$ cat src/core/srap_consts.svh
`ifndef SRAP_CONSTS_SVH
`define SRAP_CONSTS_SVH

// ****************************************
// Register select codes
// ****************************************
`define SRAP_SEL_CMD       2'h0
`define SRAP_SEL_SETUP     2'h1
`define SRAP_SEL_TEST      2'h2
`define SRAP_SEL_RESULT    2'h3

// ****************************************
// Register sizes in serial bits
// ****************************************
`define SRAP_LEN_BYTE      5'h08
`define SRAP_LEN_WORD      5'h10

// ****************************************
// Reset values
// ****************************************
`define SRAP_SETUP_RST     8'h28
`define SRAP_TEST_RST      8'h00

// ****************************************
// Timing counts
// ****************************************
`define SRAP_CLK_PERIOD_NS 10
`define SRAP_RESYNC_ONES   6'h20
`define SRAP_GUARD_CYC     500
`define SRAP_UPDATE_CYC    20000

`endif

$ cat src/core/srap_pkg.sv
`default_nettype none

// ****************************************
// Types shared by the serial register port
// ****************************************
package srap_pkg;

  // Command register layout, most significant field first
  typedef struct packed {
    logic       write_gate_ready_bit; // Gate on write, ready flag on read
    logic       zero_bit;             // Always zero
    logic [1:0] target_sel;           // target_select_hi, target_select_lo
    logic       read_dir;             // 1 read, 0 write
    logic       power_down_bit;       // Standby request
    logic [1:0] gain_code;            // gain_code_hi, gain_code_lo
  } srap_cmd_t;

  // Synchronised serial pin events
  typedef struct packed {
    logic rise; // Serial clock rising edge seen
    logic fall; // Serial clock falling edge seen
    logic din;  // Synchronised data level
  } srap_pins_t;

  // Serial interface states
  typedef enum logic [1:0] {
    ST_CMD,
    ST_WRITE,
    ST_READ
  } srap_state_t;

endpackage

`default_nettype wire

$ cat src/core/srap_pin_sync.sv
`default_nettype none

// ****************************************
// Two-stage pin synchroniser and edge finder
// ****************************************
module srap_pin_sync (
  // Clock and reset
  input  wire logic               clk_i,
  input  wire logic               rst_i,
  // Raw pins
  input  wire logic               sclk_i,
  input  wire logic               din_i,
  // Synchronised events
  output var srap_pkg::srap_pins_t  pins_o
);

  logic [1:0] meta_q;  // First stage, read only by the second
  logic [1:0] sync_q;  // Second stage: {sclk, din}
  logic       prev_q;  // Last synchronised clock level

  // Double-flop both pins; idle levels are high
  always_ff @(posedge clk_i) begin
    if (rst_i) begin
      meta_q <= 2'h3;
      sync_q <= 2'h3;
      prev_q <= 1'b1;
    end else begin
      meta_q <= {sclk_i, din_i};
      sync_q <= meta_q;
      prev_q <= sync_q[1];
    end
  end

  // Edge events, registered so they line up with data
  always_ff @(posedge clk_i) begin
    if (rst_i) begin
      pins_o <= '0;
    end else begin
      pins_o.rise <= sync_q[1] & ~prev_q;
      pins_o.fall <= ~sync_q[1] & prev_q;
      pins_o.din  <= sync_q[0];
    end
  end

endmodule

`default_nettype wire

$ cat src/core/srap_serial_regs.sv
// Behaviour
// - Four registers, reached only by serial port
// - Start with command write; reset waits command
// - After one access, return to command wait
// - Thirty-two ones on data input resynchronise
// - Command register eight bits, fixed field order
// - Hold first bit until zero, load seven
// - Command read top bit equals ready pin
// - Second command bit written zero, reads zero
// - Select code picks register and its size
// - Direction bit: zero write, one read
// - Standby bit powers down, resets to zero
// - Gain code selects 1, 2, 32, 128
// - Setup register read/write, resets to 28h
// - Ready low on update, high after result read
`include "srap_consts.svh"
`default_nettype none

module srap_serial_regs #(
  parameter int unsigned UPDATE_CYCLES = `SRAP_UPDATE_CYC // Master cycles per result
) (
  // Clock and reset
  input  wire logic        clk_i,
  input  wire logic        rst_i,
  // Serial pins
  input  wire logic        sclk_i,
  input  wire logic        din_i,
  output logic             dout_o,
  output logic             result_ready_n_o,
  // Converter side
  input  wire logic [15:0] result_word_i,
  output logic             power_down_o,
  output logic [1:0]       gain_code_o,
  output logic [7:0]       setup_o,
  output logic [7:0]       test_o
);

  // ****************************************
  // Declarations
  // ****************************************
  localparam int TW = $clog2(UPDATE_CYCLES + 1);

  srap_pkg::srap_pins_t  pins;        // Synchronised pin events
  srap_pkg::srap_state_t state_q;     // Interface state
  srap_pkg::srap_cmd_t   cmd_q;       // Command register
  srap_pkg::srap_cmd_t   cmd_in;      // Command being completed
  logic [4:0]            bit_q;       // Bit position in current access
  logic [4:0]            len_q;       // Length of selected register
  logic [5:0]            ones_q;      // Consecutive ones on data input
  logic [15:0]           sh_q;        // Shared shift register
  logic [15:0]           wr_word;     // Word as completed by this edge
  logic [15:0]           rd_word;     // Left-justified read value
  logic [7:0]            setup_q;     // Setup register
  logic [7:0]            test_q;      // Factory test register
  logic [15:0]           result_q;    // Result register
  logic                  ready_n_q;   // Result ready, active low
  logic                  dout_q;      // Serial output bit
  logic [TW-1:0]         timer_q;     // Update period counter
  logic                  resync;      // Thirty-second one this edge
  logic                  cmd_done;    // Command load this edge
  logic                  acc_done;    // Last bit of an access this edge
  logic                  upd_now;     // Result update this cycle
  logic                  guard_now;   // Guard window starts next cycle

  // Register size from select code
  function automatic logic [4:0] target_len(input logic [1:0] sel);
    target_len = (sel == `SRAP_SEL_RESULT) ? `SRAP_LEN_WORD : `SRAP_LEN_BYTE;
  endfunction

  // ****************************************
  // Pin synchroniser
  // ****************************************
  srap_pin_sync u_sync (
    .clk_i  (clk_i),
    .rst_i  (rst_i),
    .sclk_i (sclk_i),
    .din_i  (din_i),
    .pins_o (pins)
  );

  // ****************************************
  // Edge decode
  // ****************************************
  // Data is taken on each rising serial clock, most significant first
  assign wr_word  = {sh_q[14:0], pins.din};
  assign cmd_in   = wr_word[7:0];
  assign resync   = pins.rise & pins.din & (ones_q == `SRAP_RESYNC_ONES - 6'h01);
  assign cmd_done = pins.rise & ~resync & (state_q == srap_pkg::ST_CMD)
                    & (bit_q == 5'h07);
  assign acc_done = pins.rise & ~resync & (state_q != srap_pkg::ST_CMD)
                    & (bit_q == len_q - 5'h01);
  assign upd_now  = ~cmd_q.power_down_bit & (timer_q == TW'(UPDATE_CYCLES - 1));
  assign guard_now = ~cmd_q.power_down_bit
                     & (timer_q == TW'(UPDATE_CYCLES - 1 - `SRAP_GUARD_CYC));

  // Read value for the register being selected, left justified
  always_comb begin
    case (cmd_in.target_sel)
      // Command read returns the command being loaded at this edge
      `SRAP_SEL_CMD:   rd_word = {ready_n_q, 1'b0, cmd_in[5:0], 8'h00};
      `SRAP_SEL_SETUP: rd_word = {setup_q, 8'h00};
      `SRAP_SEL_TEST:  rd_word = {test_q, 8'h00};
      default:         rd_word = result_q;
    endcase
  end

  // ****************************************
  // Interface state machine
  // ****************************************
  // Reset and resync both land in command wait at the gate bit
  always_ff @(posedge clk_i) begin
    if (rst_i) begin
      state_q <= srap_pkg::ST_CMD;
      bit_q   <= 5'h00;
      len_q   <= `SRAP_LEN_BYTE;
    end else if (resync) begin
      state_q <= srap_pkg::ST_CMD;
      bit_q   <= 5'h00;
    end else if (pins.rise) begin
      case (state_q)
        srap_pkg::ST_CMD: begin
          if (bit_q == 5'h00 && pins.din) begin
            bit_q <= 5'h00;
          end else if (cmd_done) begin
            bit_q   <= 5'h00;
            len_q   <= target_len(cmd_in.target_sel);
            state_q <= cmd_in.read_dir ? srap_pkg::ST_READ : srap_pkg::ST_WRITE;
          end else begin
            bit_q <= bit_q + 5'h01;
          end
        end
        srap_pkg::ST_WRITE,
        srap_pkg::ST_READ: begin
          if (acc_done) begin
            state_q <= srap_pkg::ST_CMD;
            bit_q   <= 5'h00;
          end else begin
            bit_q <= bit_q + 5'h01;
          end
        end
        default: begin
          state_q <= srap_pkg::ST_CMD;
          bit_q   <= 5'h00;
        end
      endcase
    end
  end

  // Run of ones on the data input, saturating
  always_ff @(posedge clk_i) begin
    if (rst_i) begin
      ones_q <= 6'h00;
    end else if (pins.rise) begin
      if (!pins.din) begin
        ones_q <= 6'h00;
      end else if (ones_q != `SRAP_RESYNC_ONES) begin
        ones_q <= ones_q + 6'h01;
      end
    end
  end

  // ****************************************
  // Shift path
  // ****************************************
  // Shift in on rising edges; a read loads the selected value
  always_ff @(posedge clk_i) begin
    if (rst_i) begin
      sh_q <= 16'h0000;
    end else if (cmd_done && cmd_in.read_dir) begin
      sh_q <= rd_word;
    end else if (pins.rise) begin
      sh_q <= wr_word;
    end
  end

  // Output bit: first bit at load, then one per falling edge
  always_ff @(posedge clk_i) begin
    if (rst_i) begin
      dout_q <= 1'b1;
    end else if (cmd_done && cmd_in.read_dir) begin
      dout_q <= rd_word[15];
    end else if (pins.fall) begin
      dout_q <= (state_q == srap_pkg::ST_READ) ? sh_q[15] : 1'b1;
    end
  end

  // ****************************************
  // Register file
  // ****************************************
  // Command register; gate and zero bits are never stored as one
  always_ff @(posedge clk_i) begin
    if (rst_i) begin
      cmd_q <= '0;
    end else if (cmd_done) begin
      cmd_q          <= cmd_in;
      cmd_q.zero_bit <= 1'b0;
    end else if (acc_done && state_q == srap_pkg::ST_WRITE
                 && cmd_q.target_sel == `SRAP_SEL_CMD) begin
      cmd_q.power_down_bit <= wr_word[2];
      cmd_q.gain_code      <= wr_word[1:0];
    end
  end

  // Setup and test registers take a completed write
  always_ff @(posedge clk_i) begin
    if (rst_i) begin
      setup_q <= `SRAP_SETUP_RST;
      test_q  <= `SRAP_TEST_RST;
    end else if (acc_done && state_q == srap_pkg::ST_WRITE) begin
      if (cmd_q.target_sel == `SRAP_SEL_SETUP) begin
        setup_q <= wr_word[7:0];
      end
      if (cmd_q.target_sel == `SRAP_SEL_TEST) begin
        test_q <= wr_word[7:0];
      end
    end
  end

  // ****************************************
  // Result update and ready flag
  // ****************************************
  // Update period; paused in standby
  always_ff @(posedge clk_i) begin
    if (rst_i) begin
      timer_q <= '0;
    end else if (upd_now) begin
      timer_q <= '0;
    end else if (!cmd_q.power_down_bit) begin
      timer_q <= timer_q + TW'(1);
    end
  end

  // Result capture
  always_ff @(posedge clk_i) begin
    if (rst_i) begin
      result_q <= 16'h0000;
    end else if (upd_now) begin
      result_q <= result_word_i;
    end
  end

  // Ready flag: an update wins over a finishing read
  always_ff @(posedge clk_i) begin
    if (rst_i) begin
      ready_n_q <= 1'b1;
    end else if (upd_now) begin
      ready_n_q <= 1'b0;
    end else if (guard_now) begin
      ready_n_q <= 1'b1;
    end else if (acc_done && state_q == srap_pkg::ST_READ
                 && cmd_q.target_sel == `SRAP_SEL_RESULT) begin
      ready_n_q <= 1'b1;
    end
  end

  // ****************************************
  // Outputs
  // ****************************************
  assign dout_o           = dout_q;
  assign result_ready_n_o = ready_n_q;
  assign power_down_o     = cmd_q.power_down_bit;
  assign gain_code_o      = cmd_q.gain_code;
  assign setup_o          = setup_q;
  assign test_o           = test_q;
endmodule

`default_nettype wire

$ cat config.mk
export PLATFORM = sky130hd
export DESIGN_NAME = srap_serial_regs
export DESIGN_NICKNAME = d
export VERILOG_FILES = /design/src/core/srap_pkg.sv /design/src/core/srap_pin_sync.sv /design/src/core/srap_serial_regs.sv
export VERILOG_INCLUDE_DIRS = /design/src /design/src/core
export SDC_FILE = /design/constraint.sdc
export NUM_CORES = 1
export LEC_CHECK = 0
export BUFFER_PORTS_ARGS = -buffer_cell sky130_fd_sc_hd__buf_4
export CAP_MARGIN = 20
export CELL_PAD_IN_SITES_DETAIL_PLACEMENT = 1
export CELL_PAD_IN_SITES_GLOBAL_PLACEMENT = 2
export CORE_ASPECT_RATIO = 0.7
export CORE_MARGIN = 2
export CORE_UTILIZATION = 41
export CTS_BUF_LIST = sky130_fd_sc_hd__clkbuf_8
export CTS_CLUSTER_DIAMETER = 40
export DETAILED_ROUTE_END_ITERATION = 8
export PLACE_DENSITY = 0.85
export SYNTH_ARGS = -nofsm -noshare
export SYNTH_HDL_FRONTEND = slang
export SYNTH_HIERARCHICAL = 1
export SYNTH_SLANG_ARGS = --single-unit
$ cat constraint.sdc
create_clock -name clk_i -period 3.2 [get_ports clk_i]
set_input_delay 0.64 -clock clk_i [delete_from_list [all_inputs] [get_ports clk_i]]
set_output_delay 0.64 -clock clk_i [all_outputs]
set_load 0.05 [all_outputs]
# After elaboration in Yosys (flattened, before gate mapping)
# Cells that the tools add are included.
# totals
reg_bits,96
latchBits,0
mem_bits_rw,0
mem_bits_ro,0
input_bits,20
out_inout_bits,21
elab_cells,104
n_memories,0
# op_classes
add_sub_neg,4
mul,0
div_mod_pow,0
n_lt_le_gt_ge,0
eq_ne,18
shift,0
mux,23
bitwise_logic,16
reduce_logical,23
# op_table
cell,n
16-bit case mux with 3 select lines,1
16-bit two-way mux,2
"15-bit equality test, second input constant",2
5-bit two-way mux,4
"15-bit by 1-bit adder with 15-bit output, second input constant",1
6-bit two-way mux,2
1-bit bitwise AND,11
"2-bit equality test, second input constant",5
5-bit case mux with 2 select lines,1
2-bit two-way mux,4
"2-bit != test, second input constant",4
2-bit nonzero test,4
"6-bit by 1-bit adder with 6-bit output, second input constant",1
"2-bit by 1-bit equality test with 1-bit output, second input constant",3
"6-bit by 5-bit equality test with 1-bit output, second input constant",1
1-bit logical AND,6
2-bit zero test,3
1-bit two-way mux,6
3-bit two-way mux,2
"6-bit != test, second input constant",1
2-bit AND reduction,3
2-bit OR reduction,3
"5-bit by 1-bit adder with 5-bit output, second input constant",1
"5-bit by 3-bit equality test with 1-bit output, second input constant",1
other kinds (8),12

# Longest topological paths before layout
# Gate-level depths: netlist of the first run.
# depth
ltp_word,11
depth_mapped,8
mapped_depth_nobuf,7

# Modules after synthesis
# The synthesis of the first run kept the hierarchy.
# modules_own_cells
module,n_inst,cells_per_inst,area_each_um2,seq_area_each_um2
srap_serial_regs,1,443,4026.4,1701.6
srap_pin_sync,1,16,212.7,160.2

# Worst setup path after synthesis of the first run
# No wires, ideal clock.
# synth_timing
path_type,reg2reg
start,register state_q[0]
end,register test_q[4] (netlist: test_o[4])
setup_ps,128
arrival_time_ps,1914
t_required_ps,3072
setup_slack_ps,1158
path_stages_with_launch,9
cell_sequence,dfxtp_1 -> inv_1 -> ha_1 -> nor3b_1 -> mux2i_1 -> or4b_1 -> buf_2 -> mux2i_1 -> nor2_1
# synth_via
elab_chain_cells,5
word_cells_on_any_way,6
# synth_rtl
element,line,text
"start, declared",srap_serial_regs.sv:44,srap_pkg::srap_state_t state_q;
"start signal, assigned",srap_serial_regs.sv:113,state_q <= srap_pkg::ST_CMD;
"start signal, assigned",srap_serial_regs.sv:117,state_q <= srap_pkg::ST_CMD;
"start signal, assigned",srap_serial_regs.sv:127,state_q <= cmd_in.read_dir ? srap_pkg::ST_READ : srap_pkg::ST_WRITE;
2-bit nonzero test,srap_serial_regs.sv:90,assign acc_done = pins.rise & ~resync & (state_q != srap_pkg::ST_CMD)
1-bit bitwise AND,srap_serial_regs.sv:90,
1-bit bitwise AND,srap_serial_regs.sv:91,& (bit_q == len_q - 5'h01);
1-bit logical AND (*),srap_serial_regs.sv:209,end else if (acc_done && state_q == srap_pkg::ST_WRITE) begin
2-bit AND reduction (no source line) (*),--,
"end signal, assigned",srap_serial_regs.sv:208,test_q <= `SRAP_TEST_RST;
"end signal, assigned",srap_serial_regs.sv:214,test_q <= wr_word[7:0];
"end, declared",srap_serial_regs.sv:54,logic [7:0] test_q;
# Every way passes the cells marked *; elsewhere a longest branch is shown, timed or not.
# A chain may end at the register's enable or synchronous reset.

# Worst setup path in the final report of the first run
# layout_timing
start,register ones_q[0]
end,register bit_q[2]
# layout_via
elab_chain_cells,9
word_cells_on_any_way,13
# layout_rtl
element,line,text
"start, declared",srap_serial_regs.sv:49,logic [5:0] ones_q;
"start signal, assigned",srap_serial_regs.sv:157,ones_q <= ones_q + 6'h01;
6-bit by 5-bit equality test with 1-bit output (*),srap_serial_regs.sv:87,assign resync = pins.rise & pins.din & (ones_q == `SRAP_RESYNC_ONES - 6'h01);
1-bit bitwise AND (*),srap_serial_regs.sv:87,
1-bit inverter (no source line),--,
1-bit bitwise AND,"srap_serial_regs.sv:88, srap_serial_regs.sv:90",
1-bit bitwise AND,srap_serial_regs.sv:88,assign cmd_done = pins.rise & ~resync & (state_q == srap_pkg::ST_CMD)
1-bit bitwise AND,srap_serial_regs.sv:89,& (bit_q == 5'h07);
5-bit two-way mux,srap_serial_regs.sv:124,end else if (cmd_done) begin
5-bit two-way mux,srap_serial_regs.sv:122,if (bit_q == 5'h00 && pins.din) begin
5-bit case mux with 2 select lines,srap_serial_regs.sv:120,case (state_q)
"end signal, assigned",srap_serial_regs.sv:129,bit_q <= bit_q + 5'h01;
"end signal, assigned",srap_serial_regs.sv:138,bit_q <= bit_q + 5'h01;
"end, declared",srap_serial_regs.sv:47,logic [4:0] bit_q;
# Marks and branches as above.

==> qor.txt, run 1 <==
==============================================================================
Max-Slew Margin vs Limit                                                 46.6%
Longest Clk Path Bufs                                                        2
TritonCTS Buffers                                                            9
Antenna violations before repair                                             0
Number of filler cells placed in the layout                               1195
Multi-input gate area                                                 2180 um2
Hold/Removal Path Class                                                reg2reg
Worst slew pin tran                                                   0.790 ns
Startpoint types                                                     flip-flop
Full die area                                                        11200 um2
Minimum clock period                                                   2.54 ns
Clk root buf                                                          clkbuf_8
Average cell area after synthesis                                     9.24 um2
Highest Clock Rate                                                     394 MHz
Placeable core region                                                10200 um2
TritonCTS clock tree                                                       yes
Initial DRT Pass Iterations                                                  4
Number of setup buffers added after CTS                                      0
Post-synth cell types                                                       65
Total wire length after detailed routing                              10500 um
Combined area of all synthesized cells                                4240 um2
Floorplan die width                                                     126 um
Cell type with the largest total area after synthesis                  dfxtp_1
Via density per instance                                                  5.41
Post-route antenna net violation count                                       0
Total of cells resized after clock tree synthesis                            0
Area Growth Syn to Fin                                                   14.3%
Clock insertion delay at the later pin of the skew report              0.37 ns
Fin nets                                                                   519
Busiest layer in global routing                                           met2
Total via count after detailed routing                                    3390
Share of the synthesized area in the top cell type                       43.9%
Max Cap Violations                                                           0
Instance count of the mapped netlist                                       459
Net count of the mapped netlist                                            488
Main area contributors after synthesis                            dfxtp_1 (44%), nand2_1 (4.9%), nor2_1 (4.6%)
Global-route congestion overflow total                                       0
Placement Setup Slack                                                 0.686 ns
Depth of the CTS H-tree                                                      3
Setup total negative slack                                                0 ns
Dpl hpwl                                                               7460 um
Status                                                               completed
Routed wire per std cell                                               16.8 um
Pleak                                                                  1.78 nW
Number of enable-type register cells in the synthesized netlist              0
Count of yosys warnings during synthesis                                     6
Unrepaired setup endpoints after global routing                          false
Final setup fails                                                            0
Met3 Use GR                                                              4.97%
Wire length of the first global-routing pass                          17200 um
Post-route clock skew                                               0.00999 ns
Total GRT Usage                                                          19.7%
Worst Slack Setup Final                                               0.661 ns
Number of DRC markers in iteration 0                                       127
Number of clock sinks seen by CTS                                           93
Maximum vdd drop                                                      0.193 mV
Pin count of the biggest net entering global routing                        38
Fraction of registers with async set/reset                                  0%
CP arrival                                                             2.86 ns
Drc violations                                                               0
Leading cell type in the layout, fill and taps excluded                dfxtp_1
I/O pin total                                                               41
Layout cell share with drive strength beyond 1                           20.4%
Number of global-route vias before repair                                 3298
Fin. Hold Viols                                                              0
Clock-pin transition on the worst setup and hold timing paths          0.09 ns
Worst EP required                                                      3.52 ns
Seq/Total Area, Yosys                                                    43.9%
Core Rows                                                                   31
Worst-path fanout max                                                        9
Height of the die                                                      89.1 um
Share of the clock period used by the worst path                         79.3%
CP endpoint kind                                                     flip-flop
#FFs+latches synth                                                          93
Final-report max-slew violation count                                        0
Initial standard-cell utilization of the core                            41.6%
Area taken by flip-flops and latches                                  1860 um2
Critical path start-end classification                                 reg2reg
Met1 layer usage reported by global route                                26.8%
Count of antenna diodes in the layout                                        0
Routability congestion estimate from global placement                    0.731
Global-route met2 utilization                                            31.5%
Count of hold-fix buffers inserted at cts                                    0
Commonest cells after routing, fill and taps aside                dfxtp_1 (93), nand2_1 (55), nor2_1 (52)
Most common flop cell mapped by yosys                                  dfxtp_1
Number of input and output port buffers inserted                            40
Ratio of total power to cell area                                   445 nW/um2
==============================================================================
-- metal layers --
layer,up-vias,wire (um)
met1,1667,5240
met2,52,4830
met5,-,0
li1,1663,-
met3,8,346
met4,0,103
-- stage by stage --
step / hold WS (ns) / instances / power (mW) / area (um2) / utilization [%]
2_1_floorplan: 0.383 / 459 / 1.24 / 4240 / -
3_3_place_gp: 0.385 / 611 / 1.27 / 4610 / 45.2
3_5_place_dp: 0.396 / 611 / 1.27 / 4610 / 45.2
4_1_cts: 0.414 / 627 / 2.19 / 4840 / 47.5
5_1_grt: 0.419 / 627 / 2.23 / 4840 / 47.5
6_report: 0.416 / 627 / 2.16 / 4840 / 47.5
-- critical path, stage by stage (launching register included) --
cell and delay, ns:
dfxtp_1 0.40, ha_1 0.22, nand4_2 0.25, o211ai_2 0.50
o311ai_0 0.34, a2111oi_0 0.59, a221o_1 0.18
-- registers in the layout, summed over array words and instances (netlist names), 3 cells and up --
name	cells
ones_q	6
bit_q	5
sh_q	16
timer_q	15
result_q	16
test_o	8
setup_o	8
u_sync/pins_o	3
-- cells in the mapped netlist (7+ instances only) --
cell      count
nand3_1      11
dfxtp_1      93
mux2i_1      19
nand2_1      55
nor2_1       52
xnor2_1      11
nor2b_1       9
xor2_1        8
a21oi_1      25
a21oi_2      10
clkbuf_1     16
ha_1          9
nand2_2      10
a311oi_1      7
inv_1        14
-- where the power goes --
group	total (mW)	switching [mW]	leakage (nW)	internal [mW]
Clock	0.911	0.426	0.121	0.485
Combinational	0.0701	0.0395	0.909	0.0306
Sequential	1.17	0.00875	0.751	1.17
-- area by class of cell --
class,instances,share of cell area [%]
sequential,93,38.4
clock buffer,11,3.13
multi-input combinational,325,45.1
timing repair buffer,46,7.13
tap,132,3.41
inverter,15,1.16
clock inverter,5,1.68
-- cell families (layout without fill, tap and decap cells) --
family,count (synthesis),count (layout),synth area share (%)
mux,27,27,7.67
flops,93,93,43.9
compound gates,85,85,14.4
fa+ha+maj,9,9,2.66
buf+inv,41,77,4.60
simple gates,185,185,22.8
xor+xnor,19,19,3.93
-- final timing paths --
path	from	endpoint	slack, ns	depth (start not counted)
max reg2reg	ones_q[0]$_SDFFE_PP0P_	bit_q[2]$_SDFFE_PP0P_	0.66	6
max	ones_q[0]$_SDFFE_PP0P_	bit_q[2]$_SDFFE_PP0P_	0.66	6
min	u_sync/meta_q[0]$_SDFF_PP1_	u_sync/sync_q[0]$_SDFF_PP1_	0.42	1
min reg2reg	u_sync/meta_q[0]$_SDFF_PP1_	u_sync/sync_q[0]$_SDFF_PP1_	0.42	1
Note: power is estimated with default switching activity, not from simulation.
==> run 2, diff against run 1 <==
Settings changed: CORE_UTILIZATION 41 to 38, PLACE_DENSITY 0.85 to 0.79.
Clock period 3.2 ns to 2.34 ns, I/O delays scaled along.
==> qor.txt, run 2 (synthesis gave the netlist of run 1 again) <==
============================================================================
Status                                                             completed
Height of the die                                                    92.4 um
Largest stage delay on the critical path                             0.54 ns
Share of the clock period used by the worst path                       93.9%
Kind of cell adding the most delay to the critical path         simple AND/OR/NAND/NOR gates
Fin. Hold Viols                                                            0
CP endpoint kind                                                   flip-flop
Startpoint types                                                   flip-flop
Placed cell areas                                                   4730 um2
Post-route antenna net violation count                                     0
Final core area utilization                                            45.2%
Slowest library cell on the worst path                                or4b_1
Clock insertion delay at the later pin of the skew report            0.38 ns
Maximum vdd drop                                                    0.241 mV
Initial standard-cell utilization of the core                          38.8%
Unrepaired setup endpoints after global routing                        false
Max-Slew Margin vs Limit                                               64.6%
Number of global-route vias before repair                               3455
Worst-path fanout max                                                      8
Floorplan die width                                                   130 um
Number of DRC markers in iteration 0                                     175
Layout cell share with drive strength beyond 1                         22.8%
Pin count of the biggest net entering global routing                      41
Area taken by flip-flops and latches                                1860 um2
Total wire length after detailed routing                            10700 um
Largest registers in the final layout                           result_q x16, sh_q x16, timer_q x15
CP arrival                                                           2.45 ns
Placement Setup Slack                                              0.0142 ns
Routability congestion estimate from global placement                  0.767
WHS                                                                 0.262 ns
Ratio of total power to cell area                                 565 nW/um2
Number of setup buffers added after CTS                                    0
Clock-pin transition on the worst setup and hold timing paths        0.10 ns
Number of filler cells placed in the layout                             1288
Number of input and output port buffers inserted                          40
Routed wire per std cell                                             16.3 um
Ordered cell list for the critical path                         inv_1 > ha_2 > nor3b_2 > mux2i_2 > or4b_1 > buf_4 > mux2i_1 > nor2_1
Fin nets                                                                 528
Final-report max-slew violation count                                      0
Area Growth Syn to Fin                                                 16.6%
Drc violations                                                             0
Total via count after detailed routing                                  3367
Hold/Removal Path Class                                               in2reg
Longest Clk Path Bufs                                                      2
Antenna violations before repair                                           0
Wire length of the first global-routing pass                        17700 um
Number of clock sinks seen by CTS                                         93
TritonCTS Buffers                                                          9
Critical path start-end classification                               reg2reg
Reg2reg setup slack                                                  0.14 ns
Pleak                                                                1.81 nW
Global-route congestion overflow total                                     0
Cell area after layout                                              4940 um2
Setup total negative slack                                              0 ns
I/O pin total                                                             41
Final setup fails                                                          0
Depth of the CTS H-tree                                                    3
Worst Slack Setup Final                                             0.144 ns
Worst EP required                                                    2.59 ns
Core Rows                                                                 32
Worst slew pin tran                                                 0.525 ns
Placeable core region                                              10900 um2
Dpl hpwl                                                             7700 um
Crit path buffers/inverters                                                2
Leading cell type in the layout, fill and taps excluded              dfxtp_1
Multi-input gate area                                               2200 um2
Max Cap Violations                                                         0
Count of antenna diodes in the layout                                      0
Full die area                                                      12000 um2
Total GRT Usage                                                        19.1%
Post-route clock skew                                              0.0152 ns
Via density per instance                                                5.12
Highest Clock Rate                                                   455 MHz
Minimum clock period                                                 2.20 ns
Commonest cells after routing, fill and taps aside              dfxtp_1 (93), nand2_1 (55), buf_4 (53)
Initial DRT Pass Iterations                                                4
Count of hold-fix buffers inserted at cts                                  0
TritonCTS clock tree                                                     yes
Clk root buf                                                        clkbuf_8
============================================================================
==> run 2: cell types whose count changed in the layout (fill, tap and decap cells not counted), sizes merged <==
cell and delta:
buf +9, inv +3, bufinv -2, clkbuf -1
==> run 2: stage by stage <==
stage | power [mW] | instances
6_report | 2.79 | 657
5_1_grt | 2.91 | 657
4_1_cts | 2.85 | 657
3_5_place_dp | 1.74 | 641
3_3_place_gp | 1.74 | 641
2_1_floorplan | 1.69 | 459
==> run 2: worst paths after layout <==
path / from / cells after the start / to
max: state_q[0]$_SDFFE_PP0P_ / 8 / test_o[6]$_SDFFE_PP0P_
min: din_i / 2 / u_sync/meta_q[0]$_SDFF_PP1_
max reg2reg: state_q[0]$_SDFFE_PP0P_ / 8 / test_o[6]$_SDFFE_PP0P_
min reg2reg: u_sync/meta_q[1]$_SDFF_PP1_ / 1 / u_sync/sync_q[1]$_SDFF_PP1_
==> run 2: area by class of cell <==
cell class                 instances  area share (%)
inverter                          15            1.14
multi-input combinational        325            44.5
clock buffer                      10            2.78
clock inverter                     6            1.21
timing repair buffer              55            8.86
tap                              153            3.87
sequential                        93            37.7
==> run 2: metal layers <==
layer | vias up | GRT usage [%] | part of all wire, %
li1 | 1674 | - | -
met1 | 1646 | 26.6 | 51
met2 | 38 | 29.6 | 46
met3 | 9 | 4.68 | 2.6
met4 | 0 | 4.84 | 0.91
met5 | - | 0 | 0
==> run 2: repair_timing <==
item / 4_1_cts / 5_1_grt
endpoints found under the setup margin: 1 / 8
cloned: 0 / 0
resized for setup: 3 / 1
==> run 2: power breakdown <==
group	switching (mW)	internal (mW)	total, mW
logic	0.0537	0.0431	0.0968
registers	0.0131	1.60	1.61
clock network	0.638	0.447	1.09
total	0.705	2.09	2.79
==> run 3, diff against run 2 <==
Settings changed: CELL_PAD_IN_SITES_DETAIL_PLACEMENT 1 to default, CELL_PAD_IN_SITES_GLOBAL_PLACEMENT 2 to default, CORE_UTILIZATION 38 to 50, PLACE_DENSITY 0.79 to 0.67.
Clock period 2.34 ns to 2.6 ns, I/O delays scaled along.
==> qor.txt, run 3 (synthesis gave the netlist of run 1 again) <==
============================================================================
Fin nets                                                                 522
Number of input and output port buffers inserted                          40
Routed wire per std cell                                             14.8 um
Floorplan die width                                                   114 um
Commonest cells after routing, fill and taps aside              dfxtp_1 (93), nand2_1 (55), nor2_1 (52)
Max Cap Violations                                                         0
Via density per instance                                                5.45
Number of clock sinks seen by CTS                                         93
Fin. Hold Viols                                                            0
Unrepaired setup endpoints after global routing                        false
Count of antenna diodes in the layout                                      0
Largest registers in the final layout                           result_q x16, sh_q x16, timer_q x15
Pleak                                                                1.77 nW
Worst slew pin tran                                                 0.729 ns
Clk root buf                                                        clkbuf_8
Leading cell type in the layout, fill and taps excluded              dfxtp_1
Core Rows                                                                 28
Clock network fraction of design power                                 35.6%
Highest Clock Rate                                                   438 MHz
Max-Slew Margin vs Limit                                               50.7%
Placeable core region                                               8340 um2
Drc violations                                                             0
Post-route clock skew                                              0.0134 ns
Worst Hold Launch                                                      din_i
Number of setup buffers added after CTS                                    0
Maximum vdd drop                                                    0.386 mV
Height of the die                                                    81.0 um
Ratio of total power to cell area                                 498 nW/um2
Share of the clock period used by the worst path                       87.7%
Total wire length after detailed routing                             8930 um
Worst-path fanout max                                                      7
Internal power summed over all cells                                 1.84 mW
Hold path depth                                                            2
I/O pin total                                                             41
Global-route congestion overflow total                                     0
RR Startpoint                                                   state_q[0]$_SDFFE_PP0P_
Setup total negative slack                                              0 ns
Depth of the CTS H-tree                                                    3
Full die area                                                       9240 um2
Clock insertion delay at the later pin of the skew report            0.36 ns
CP endpoint kind                                                   flip-flop
Crit path buffers/inverters                                                1
TritonCTS clock tree                                                     yes
Endpoint of the lowest-slack register-to-register path          gain_code_o[1]$_SDFFE_PP0P_
Number of DRC markers in iteration 0                                     184
Combinational fraction of design power                                  3.5%
Ordered cell list for the critical path                         inv_1 > ha_1 > nor3b_1 > mux2i_1 > nor4b_1 > o21ai_0 > a21oi_1
Routability congestion estimate from global placement                  0.808
Net Sw Frac                                                            22.7%
Endpoint with the worst hold slack                              u_sync/meta_q[0]$_SDFF_PP1_
Minimum clock period                                                 2.28 ns
Reg2Reg Depth                                                              7
Layout cell share with drive strength beyond 1                         20.7%
Initial standard-cell utilization of the core                          50.8%
Hold/Removal Path Class                                               in2reg
Final-report max-slew violation count                                      0
Area Growth Syn to Fin                                                 12.6%
TritonCTS Buffers                                                          9
Dpl hpwl                                                             6290 um
Number of filler cells placed in the layout                              750
Longest Clk Path Bufs                                                      2
Post-layout power                                                    2.38 mW
Wire length of the first global-routing pass                        14600 um
Post-route antenna net violation count                                     0
Number of global-route vias before repair                               2986
Status                                                             completed
Sequential cell fraction of total power                                60.9%
Clock-pin transition on the worst setup and hold timing paths        0.09 ns
Kind of cell adding the most delay to the critical path         simple AND/OR/NAND/NOR gates
Worst EP required                                                    2.90 ns
Largest stage delay on the critical path                             0.70 ns
Pin count of the biggest net entering global routing                      44
Final setup fails                                                          0
Initial DRT Pass Iterations                                                4
Total via count after detailed routing                                  3288
Critical path start-end classification                               reg2reg
Slowest library cell on the worst path                               nor4b_1
Antenna violations before repair                                           0
Reg2reg setup slack                                                  0.32 ns
Switching pwr                                                         539 uW
CP arrival                                                           2.58 ns
Total GRT Usage                                                        20.2%
Startpoint types                                                   flip-flop
============================================================================
==> run 3: cell types whose count changed in the layout (fill, tap and decap cells not counted), moves of 2 or more <==
cell	before	now
buf_4	53	49
buf_12	2	0
nor3b_1	2	4
nor3b_2	3	1
inv_8	3	0
inv_6	2	0
inv_1	14	17
==> run 3: how the worst max path moves through the flow <==
stage	from	endpoint	slack, ns	depth (start not counted)
global route	state_q[0]$_SDFFE_PP0P_	gain_code_o[1]$_SDFFE_PP0P_	0.07	7
finish	state_q[0]$_SDFFE_PP0P_	gain_code_o[1]$_SDFFE_PP0P_	0.32	7
global placement	state_q[0]$_SDFFE_PP0P_	test_o[6]$_SDFFE_PP0P_	0.30	7
CTS	state_q[0]$_SDFFE_PP0P_	test_o[4]$_SDFFE_PP0P_	0.13	7
detailed placement	state_q[0]$_SDFFE_PP0P_	test_o[1]$_SDFFE_PP0P_	0.18	7
floorplan	state_q[0]$_SDFFE_PP0P_	test_o[4]$_SDFFE_PP0P_	0.56	8
==> run 3: power groups by stage <==
stage | Combinational, mW | Clock [mW] | Sequential, mW
after global routing | 0.0933 | 0.928 | 1.45
final | 0.0839 | 0.846 | 1.45
after floorplan | 0.0489 | 0 | 1.48
after CTS | 0.0846 | 0.869 | 1.45
after detailed placement | 0.0845 | 0 | 1.48
after global placement | 0.0831 | 0 | 1.48
==> run 3: worst reg2reg max path: cells and delay by family (launching register included) <==
kind                     cells  cell delay (ns)
flip-flops                   1             0.39
AND/OR/NAND/NOR              2             0.91
multiplexers                 1             0.21
AO/OA/AOI/OAI                2             0.34
buffers and inverters        1             0.10
adder cells (fa/ha/maj)      1             0.28
==> run 3: metrics by stage <==
stage	setup WS (ns)	utilization [%]	hold WS [ns]	cells	instance area, um2
6_report	0.319	57.2	0.337	603	4770
3_3_place_gp	0.301	55.2	0.385	587	4600
2_1_floorplan	0.558	-	0.383	459	4240
3_5_place_dp	0.185	55.2	0.397	587	4600
5_1_grt	0.0743	57.2	0.323	603	4770
4_1_cts	0.134	57.2	0.322	603	4770
==> run 3: layout make-up <==
cell class	count	area [um2]	area share, %
sequential	93	1860	39.0
timing repair buffer	49	368	7.71
inverter	15	56.3	1.18
multi-input combinational	325	2190	45.8
clock buffer	10	138	2.88
tap	105	131	2.75
clock inverter	6	32.5	0.682
==> run 3: metal layers <==
| metal | GRT usage [%] | vias to the layer above | part of all wire, % |
|---|---|---|---|
| met5 | 0 | - | 0 |
| met4 | 5.61 | 0 | 0.83 |
| met3 | 5.30 | 7 | 5.1 |
| met2 | 31.4 | 87 | 45 |
| met1 | 28.0 | 1532 | 49 |
| li1 | - | 1662 | - |
==> run 3: repair_timing <==
action	4_1_cts	5_1_grt
hold buffers	0	0
gates resized for setup	0	1
endpoints found under the setup margin	0	1
